## config.mk

```make
export PLATFORM = sky130hd
export DESIGN_NAME = ptc_timer
export DESIGN_NICKNAME = d
export VERILOG_FILES = /design/src/ptc_pkg.sv /design/src/ptc_timer.sv
export VERILOG_INCLUDE_DIRS = /design/src
export SDC_FILE = /design/constraint.sdc
export NUM_CORES = 1
export LEC_CHECK = 0
export BUFFER_PORTS_ARGS = -buffer_cell sky130_fd_sc_hd__buf_2
export CAP_MARGIN = 20
export CORE_MARGIN = 2
export CORE_UTILIZATION = 45
export DETAILED_ROUTE_END_ITERATION = 6
export PLACE_DENSITY = 0.59
export SLEW_MARGIN = 20
export SYNTH_ARGS = -nofsm -noshare
export SYNTH_HDL_FRONTEND = slang
export SYNTH_SLANG_ARGS = --single-unit
```

## constraint.sdc

```tcl
create_clock -name CLK_I -period 10.94 [get_ports CLK_I]
set_clock_uncertainty 0.2 [all_clocks]
set_input_delay 2.188 -clock CLK_I [delete_from_list [all_inputs] [get_ports CLK_I]]
set_output_delay 2.188 -clock CLK_I [all_outputs]
set_load 0.02 [all_outputs]
```

## src/ptc_cfg.svh

```systemverilog
// register offsets, field positions, reset values and divider counts of the compare timer
`ifndef PTC_CFG_SVH
`define PTC_CFG_SVH

// ----------------------------------------
// register offsets
// ----------------------------------------
`define PTC_OFS_MODE 8'h2b
`define PTC_OFS_CTRL 8'h2c
`define PTC_OFS_CMP_LO 8'h2d
`define PTC_OFS_CMP_HI 8'h2e
`define PTC_OFS_CAP_LO 8'h2f
`define PTC_OFS_CAP_HI 8'h30

// ----------------------------------------
// control register fields
// ----------------------------------------
`define PTC_CTRL_RUN 0
`define PTC_CTRL_DBUF 1
`define PTC_CTRL_OVFIE 2
`define PTC_CTRL_ACAP 3

// ----------------------------------------
// mode register fields
// ----------------------------------------
`define PTC_MODE_OP_LSB 0
`define PTC_MODE_OP_MSB 2
`define PTC_MODE_CK_LSB 3
`define PTC_MODE_CK_MSB 4
`define PTC_MODE_EDGE 5
`define PTC_MODE_RETRIG 6

// ----------------------------------------
// operating mode codes
// ----------------------------------------
`define PTC_OP_TIMER0 3'h0
`define PTC_OP_TIMER1 3'h1
`define PTC_OP_EVENT 3'h2
`define PTC_OP_EXTTRIG 3'h4
`define PTC_OP_WINDOW 3'h5

// ----------------------------------------
// reset values
// ----------------------------------------
`define PTC_RST_CMP 16'hffff
`define PTC_RST_CAP 16'hffff
`define PTC_RST_BYTE 8'h00

// ----------------------------------------
// source clock dividers, as prescaler bit counts
// ----------------------------------------
`define PTC_PRE_W 10
`define PTC_DIV_CK0 10
`define PTC_DIV_CK1 6
`define PTC_DIV_CK2 2
`define PTC_DIV_CK3 1

`endif

```

## src/ptc_pkg.sv

```systemverilog
// types of the compare timer
`include "ptc_cfg.svh"

package ptc_pkg;

	typedef enum logic [1:0] {
		PTC_ST_WAIT = 2'b01,
		PTC_ST_COUNT = 2'b10
	} ptc_trig_t;

	typedef struct packed {
		logic [15:0] cnt;
		logic [15:0] cmp_act;
		logic [15:0] cmp_dbuf;
		logic [7:0] stage;
		logic [15:0] cap;
		logic run;
		logic dbuf_en;
		logic ovf_ie;
		logic acap_en;
		logic [2:0] op_mode;
		logic [1:0] clk_sel;
		logic edge_sel;
		logic retrig;
		ptc_trig_t trig;
		logic [`PTC_PRE_W-1:0] pre;
		logic pin_s1;
		logic pin_s2;
		logic pin_s3;
		logic irq;
		logic [7:0] rdata;
	} ptc_state_t;

endpackage

```

## src/ptc_timer.sv

```systemverilog
// sixteen-bit compare timer with buffered compare register and pin-driven modes
//
// Function
// - low byte write of compare always lands in an 8-bit staging byte
// - high byte write moves high byte and staged low byte together
// - double buffering follows the double-buffer enable bit in control
// - buffered and running: write only buffer; match fires irq and loads buffer in the same cycle
// - buffered: compare reads return last written buffer value
// - buffered and stopped: write loads buffer and active compare together
// - unbuffered: write takes effect at once, running or stopped
// - unbuffered value below count matches only after counter wraps
// - mode 100 is external trigger; edge bit 0 rising, 1 falling
// - triggered mode counts source clock after trigger edge; match irq and clear
// - retrigger-stop set: opposite edge stops and clears, next edge restarts
// - retrigger-stop clear: both edges ignored while counting, which goes on past each match
// - clearing run stops the counter and clears it to zero
// - while running, writes to mode and overflow enable are ignored
// - mode 010 is event counting; edge bit selects rising or falling
// - event mode counts each selected edge; match irq, clear, continue
// - mode 101 is window; edge bit 0 counts while high, 1 while low
// - window mode counts gated source clock; match irq, clear, restart
// - counter is sixteen bits and advances only while run is set
// - auto capture: low byte read latches whole count, high byte gives upper half
`timescale 1ns/1ps
`default_nettype none
`include "ptc_cfg.svh"

module ptc_timer
	import ptc_pkg::*;
(
	input wire logic CLK_I,
	input wire logic RST_I,
	input wire logic [7:0] ADDR_I,
	input wire logic [7:0] WDATA_I,
	input wire logic WR_I,
	input wire logic RD_I,
	input wire logic TIMER_INPUT_PIN_I,
	output logic [7:0] RDATA_O,
	output logic TIMER_IRQ_O
);

	ptc_state_t s_reg;
	ptc_state_t s_next;

	// ----------------------------------------
	// decode and pin conditioning
	// ----------------------------------------
	logic wr_mode, wr_ctrl, wr_cmp_lo, wr_cmp_hi, wr_cap_lo, wr_cap_hi;
	logic rd_cap_lo;
	logic rise, fall, sel_edge, opp_edge, win_level;
	logic tick, advance, match;
	logic [15:0] hi_word;

	always_comb begin
		wr_mode = WR_I && (ADDR_I == `PTC_OFS_MODE);
		wr_ctrl = WR_I && (ADDR_I == `PTC_OFS_CTRL);
		wr_cmp_lo = WR_I && (ADDR_I == `PTC_OFS_CMP_LO);
		wr_cmp_hi = WR_I && (ADDR_I == `PTC_OFS_CMP_HI);
		wr_cap_lo = WR_I && (ADDR_I == `PTC_OFS_CAP_LO);
		wr_cap_hi = WR_I && (ADDR_I == `PTC_OFS_CAP_HI);
		rd_cap_lo = RD_I && (ADDR_I == `PTC_OFS_CAP_LO);
		hi_word = {WDATA_I, s_reg.stage};
		// only the second and third stages are looked at
		rise = s_reg.pin_s2 && !s_reg.pin_s3;
		fall = !s_reg.pin_s2 && s_reg.pin_s3;
		sel_edge = s_reg.edge_sel ? fall : rise;
		opp_edge = s_reg.edge_sel ? rise : fall;
		win_level = s_reg.edge_sel ? !s_reg.pin_s2 : s_reg.pin_s2;
	end

	// ----------------------------------------
	// source clock selection
	// ----------------------------------------
	always_comb begin
		unique case (s_reg.clk_sel)
			2'h0: tick = &s_reg.pre[`PTC_DIV_CK0-1:0];
			2'h1: tick = &s_reg.pre[`PTC_DIV_CK1-1:0];
			2'h2: tick = &s_reg.pre[`PTC_DIV_CK2-1:0];
			2'h3: tick = &s_reg.pre[`PTC_DIV_CK3-1:0];
		endcase
	end

	// ----------------------------------------
	// count enable per mode
	// ----------------------------------------
	always_comb begin
		advance = 1'b0;
		if (s_reg.run) begin
			unique case (s_reg.op_mode)
				`PTC_OP_TIMER0, `PTC_OP_TIMER1: advance = tick;
				`PTC_OP_EVENT: advance = sel_edge;
				`PTC_OP_EXTTRIG: advance = tick && (s_reg.trig == PTC_ST_COUNT);
				`PTC_OP_WINDOW: advance = tick && win_level;
				default: advance = 1'b0;
			endcase
		end
		// equality only, so a compare below the count waits for the wrap
		match = advance && (s_reg.cnt == s_reg.cmp_act);
	end

	// ----------------------------------------
	// next state
	// ----------------------------------------
	always_comb begin
		s_next = s_reg;
		s_next.irq = 1'b0;
		s_next.pre = s_reg.pre + `PTC_PRE_W'(1);
		s_next.pin_s1 = TIMER_INPUT_PIN_I;
		s_next.pin_s2 = s_reg.pin_s1;
		s_next.pin_s3 = s_reg.pin_s2;

		// counter
		if (match) begin
			s_next.irq = 1'b1;
			s_next.cnt = 16'h0000;
			if (s_reg.dbuf_en) begin
				s_next.cmp_act = s_reg.cmp_dbuf;
			end
		end else if (advance) begin
			s_next.cnt = s_reg.cnt + 16'h0001;
		end

		// external trigger sequencing
		if (s_reg.run && (s_reg.op_mode == `PTC_OP_EXTTRIG)) begin
			unique case (s_reg.trig)
				PTC_ST_WAIT: begin
					if (sel_edge) begin
						s_next.trig = PTC_ST_COUNT;
					end
				end
				PTC_ST_COUNT: begin
					// without retrigger-stop edges are simply not looked at
					if (s_reg.retrig && opp_edge) begin
						s_next.trig = PTC_ST_WAIT;
						s_next.cnt = 16'h0000;
					end
				end
			endcase
		end else begin
			s_next.trig = PTC_ST_WAIT;
		end

		// software access: mode and control
		if (wr_mode && !s_reg.run) begin
			s_next.op_mode = WDATA_I[`PTC_MODE_OP_MSB:`PTC_MODE_OP_LSB];
			s_next.clk_sel = WDATA_I[`PTC_MODE_CK_MSB:`PTC_MODE_CK_LSB];
			s_next.edge_sel = WDATA_I[`PTC_MODE_EDGE];
			s_next.retrig = WDATA_I[`PTC_MODE_RETRIG];
		end
		if (wr_ctrl) begin
			s_next.run = WDATA_I[`PTC_CTRL_RUN];
			s_next.dbuf_en = WDATA_I[`PTC_CTRL_DBUF];
			if (!s_reg.run) begin
				s_next.ovf_ie = WDATA_I[`PTC_CTRL_OVFIE];
			end
			// acap cannot change in the same write that stops the timer
			if (!(s_reg.run && !WDATA_I[`PTC_CTRL_RUN])) begin
				s_next.acap_en = WDATA_I[`PTC_CTRL_ACAP];
			end
			if (!WDATA_I[`PTC_CTRL_RUN]) begin
				s_next.cnt = 16'h0000;
				s_next.trig = PTC_ST_WAIT;
			end
		end

		// compare register with staging and double buffer
		if (wr_cmp_lo || wr_cap_lo) begin
			s_next.stage = WDATA_I;
		end
		if (wr_cmp_hi) begin
			s_next.cmp_dbuf = hi_word;
			if (!(s_reg.dbuf_en && s_reg.run)) begin
				s_next.cmp_act = hi_word;
			end
		end
		if (wr_cap_hi) begin
			s_next.cap = hi_word;
		end

		// read path, data valid the cycle after the strobe
		s_next.rdata = 8'h00;
		if (RD_I) begin
			unique case (ADDR_I)
				`PTC_OFS_MODE: s_next.rdata = {1'b0, s_reg.retrig, s_reg.edge_sel,
					s_reg.clk_sel, s_reg.op_mode};
				`PTC_OFS_CTRL: s_next.rdata = {4'h0, s_reg.acap_en, s_reg.ovf_ie,
					s_reg.dbuf_en, s_reg.run};
				`PTC_OFS_CMP_LO: s_next.rdata = s_reg.dbuf_en ?
					s_reg.cmp_dbuf[7:0] : s_reg.cmp_act[7:0];
				`PTC_OFS_CMP_HI: s_next.rdata = s_reg.dbuf_en ?
					s_reg.cmp_dbuf[15:8] : s_reg.cmp_act[15:8];
				`PTC_OFS_CAP_LO: s_next.rdata = (s_reg.acap_en && s_reg.run) ?
					s_reg.cnt[7:0] : (s_reg.acap_en ? 8'h00 : s_reg.cap[7:0]);
				`PTC_OFS_CAP_HI: s_next.rdata = s_reg.cap[15:8];
				default: s_next.rdata = 8'h00;
			endcase
		end
		if (rd_cap_lo && s_reg.acap_en) begin
			// stopped counter reads zero, so both halves capture zero then
			s_next.cap = s_reg.run ? s_reg.cnt : 16'h0000;
		end
	end

	// ----------------------------------------
	// state register
	// ----------------------------------------
	always_ff @(posedge CLK_I or posedge RST_I) begin
		if (RST_I) begin
			s_reg.cnt <= 16'h0000;
			s_reg.cmp_act <= `PTC_RST_CMP;
			s_reg.cmp_dbuf <= `PTC_RST_CMP;
			s_reg.stage <= `PTC_RST_BYTE;
			s_reg.cap <= `PTC_RST_CAP;
			s_reg.run <= 1'b0;
			s_reg.dbuf_en <= 1'b0;
			s_reg.ovf_ie <= 1'b0;
			s_reg.acap_en <= 1'b0;
			s_reg.op_mode <= `PTC_OP_TIMER0;
			s_reg.clk_sel <= 2'h0;
			s_reg.edge_sel <= 1'b0;
			s_reg.retrig <= 1'b0;
			s_reg.trig <= PTC_ST_WAIT;
			s_reg.pre <= '0;
			s_reg.pin_s1 <= 1'b0;
			s_reg.pin_s2 <= 1'b0;
			s_reg.pin_s3 <= 1'b0;
			s_reg.irq <= 1'b0;
			s_reg.rdata <= 8'h00;
		end else begin
			s_reg <= s_next;
		end
	end

	assign RDATA_O = s_reg.rdata;
	assign TIMER_IRQ_O = s_reg.irq;

endmodule
`default_nettype wire

```

==> impl_metrics.ini <==
[status]
status = finished, final reports clean

[floorplan]
die_h_um = 116
core_area_um2 = 12500
num_rows = 41
start_util_pct = 45.6
io_pins = 30
die_x_um = 116
dieArea_um2 = 13500

[critical_path]
required_ps = 11010
critPathKind = input port to flip-flop
critPathMaxFanout = 17
end_kind = flip-flop
arrival_ps = 4350
cp-start-kind = input port

[layout]
diodes = 0
layout-drive-gt1-share_pct = 27.0
fin_cells = 709
area_growth_pct = 8.87
final_nets = 555
largest_reg_flops = 88

[clocking]
cts_buffer_depth = 2
cts_setup_buffers = 0
cts_resized = 0
cts_buffers = 9
htree_levels = 3
insertion_delay_ps = 350
cts_tree = built
path_clk_slew_ps = 70
numClockSinks = 107
cts_root_buf = clkbuf_16
cts_hold_buf = 0

[synth]
synth_cell_types = 54
synth_fa_ha_area_share_pct = 0.440
yosys_warnings = 0
synth-simple-area-share_pct = 15.1
synthesis.nets = 553
synth_top_family_by_area = simple AND/OR/NAND/NOR gates
muxShareOfSynthArea_pct = 12.4
ys_seq_area_share_pct = 48.2
async_reset_ff_share_pct = 100
synthCells = 530
synth_ff_type = dfrtp_1
synth_edf_count = 0
synth_compound_area_share_pct = 13.2
avgSynthCellArea_um2 = 10.7
syn_area_um2 = 5680
ys_ff_latch = 107
yosys.area_share.xor_xnor_pct = 6.01

[detailed_routing]
wl_per_cell_um = 20.0
drc_errors = 0
dr_total_vias = 4076
firstDrtPassIters = 5
antenna_left = 0
wl_um = 14200
drt_iter0_markers = 357
vias_per_cell = 5.75

[placement]
place_congestion = 0.894
dp_cells = 693
hpwl_um = 10200
port_buffers = 29

[sta]
setup_viol = 0
finalHoldViolCount = 0
max_freq_mhz = 234
relSlewSlack_pct = 33.4
drv_slew = 0
fin_crit_sh_pct = 39.1
finalCriticalPeriod_ps = 4280
final.setup.tns_ps = 0
max_slew.worst_pin.slew_ps = 999
hold_slack_ps = 175
rsz0062_at_grt = false

[pwr]
powerDensity_nw_per_um2 = 144
p_leak_uw = 0.00263
irDropWorstVdd_uv = 118

[grt]
grt_start_max_net_pins = 55
grt_pass1_wl_um = 22100
grt_pass1_vias = 3913
antenna_found_initial = 0
track_usage_pct = 22.0
grt-ovfl-total = 0

[flow_run]
cap_violations = 0

[worst_hold_path]
min_path_type = flip-flop to flip-flop
kinds of logic (layout without fill, tap and decap cells):
logic type | count (synthesis) | after routing
xor gates and xnor gates | 39 | 39
DFF | 107 | 107
adders and majority gates | 2 | 2
buffers and inverters | 49 | 56
AOI/OAI and AO/OA | 106 | 106
muxes | 65 | 65
and+or+nand+nor | 162 | 162
worst max-delay path, stage by stage:
cell     delay [ps]
buf_2           100
nor4b_1         350
and4b_1         490
nand2_1         680
nor2_1          290
a21oi_1          60
a21oi_1         200
synth_stat cells, types with 4 or more instances:
cell | instances | share of area [%]
nand4_1 | 7 | 0.77
and3_1 | 18 | 2.0
buf_4 | 11 | 1.5
a211o_1 | 10 | 1.5
xnor2_1 | 21 | 3.2
a22oi_1 | 7 | 0.92
o2111ai_1 | 6 | 0.92
nand3_1 | 26 | 2.3
and4_1 | 4 | 0.62
o21ai_0 | 23 | 2.0
and2_1 | 18 | 2.0
nand2_1 | 20 | 1.3
o211ai_1 | 4 | 0.53
dfstp_2 | 49 | 23
clkbuf_1 | 19 | 1.3
inv_1 | 8 | 0.53
a211oi_1 | 9 | 1.2
nand2b_1 | 9 | 0.99
xor2_1 | 18 | 2.8
mux2i_1 | 26 | 4.6
a21oi_1 | 26 | 2.3
nor2_1 | 44 | 2.9
dfrtp_1 | 58 | 26
a311oi_1 | 6 | 0.92
mux2_2 | 38 | 7.5
buf_2 | 6 | 0.53
report_power, final:
part           leakage [uW]  switching [uW]  total [uW]  internal [uW]
clock              0.000163             151         377            225
combinational       0.00125            39.8        69.7           29.9
sequential          0.00121            25.4         442            417
total               0.00263             217         889            672
worst paths after layout:
check | start | endpoint | slack, ps | depth (start not counted)
setup / recovery | ADDR_I[2] | s_reg[43] | 6660 | 7
hold / removal | s_next[10] | s_next[9] | 170 | 0
setup reg to reg | s_reg[12] | s_reg[90] | 7640 | 7
hold reg to reg | s_next[10] | s_next[9] | 170 | 0
max in group asynchronous | RST_I | hi_word[0] | 7670 | 3
min in group asynchronous | RST_I | TIMER_IRQ_O | 1720 | 2
metrics by stage:
stage	utilization (%)	power, uW	instance area [um^2]	setup WS (ps)
global placement	46.8	517	5840	6170
floorplan	-	491	5680	5820
CTS	49.6	896	6180	6430
finish	49.6	889	6190	6660
global route	49.6	918	6190	6490
detailed placement	46.8	518	5840	6070
layout by cell type (no fill, tap or decap), types with 20 or more instances in the layout:
master,instances
nand2_1,20
buf_2,29
mux2_2,38
nor2_1,44
mux2i_1,26
o21ai_0,23
dfrtp_1,58
dfstp_2,49
a21oi_1,25
nand3_1,26
xnor2_1,21
area by class of cell:
type / instances / area, um^2
clock inverter: 7 / 123
clock buffer: 9 / 225
multi-input combinational: 374 / 2690
tap: 172 / 215
timing repair buffer: 32 / 168
inverter: 8 / 32.5
sequential: 107 / 2740
fill: 1131 / 6280
per-layer routing:
metal  track usage (%)  up-vias  part of all wire [%]
li1                  -     1901                     -
met4              7.62        0                   2.4
met1              30.8     2049                    46
met3              4.57       24                   4.4
met2              34.1      102                    47
met5                 0        -                     0
No activity file was read; power rests on OpenSTA's default activity.
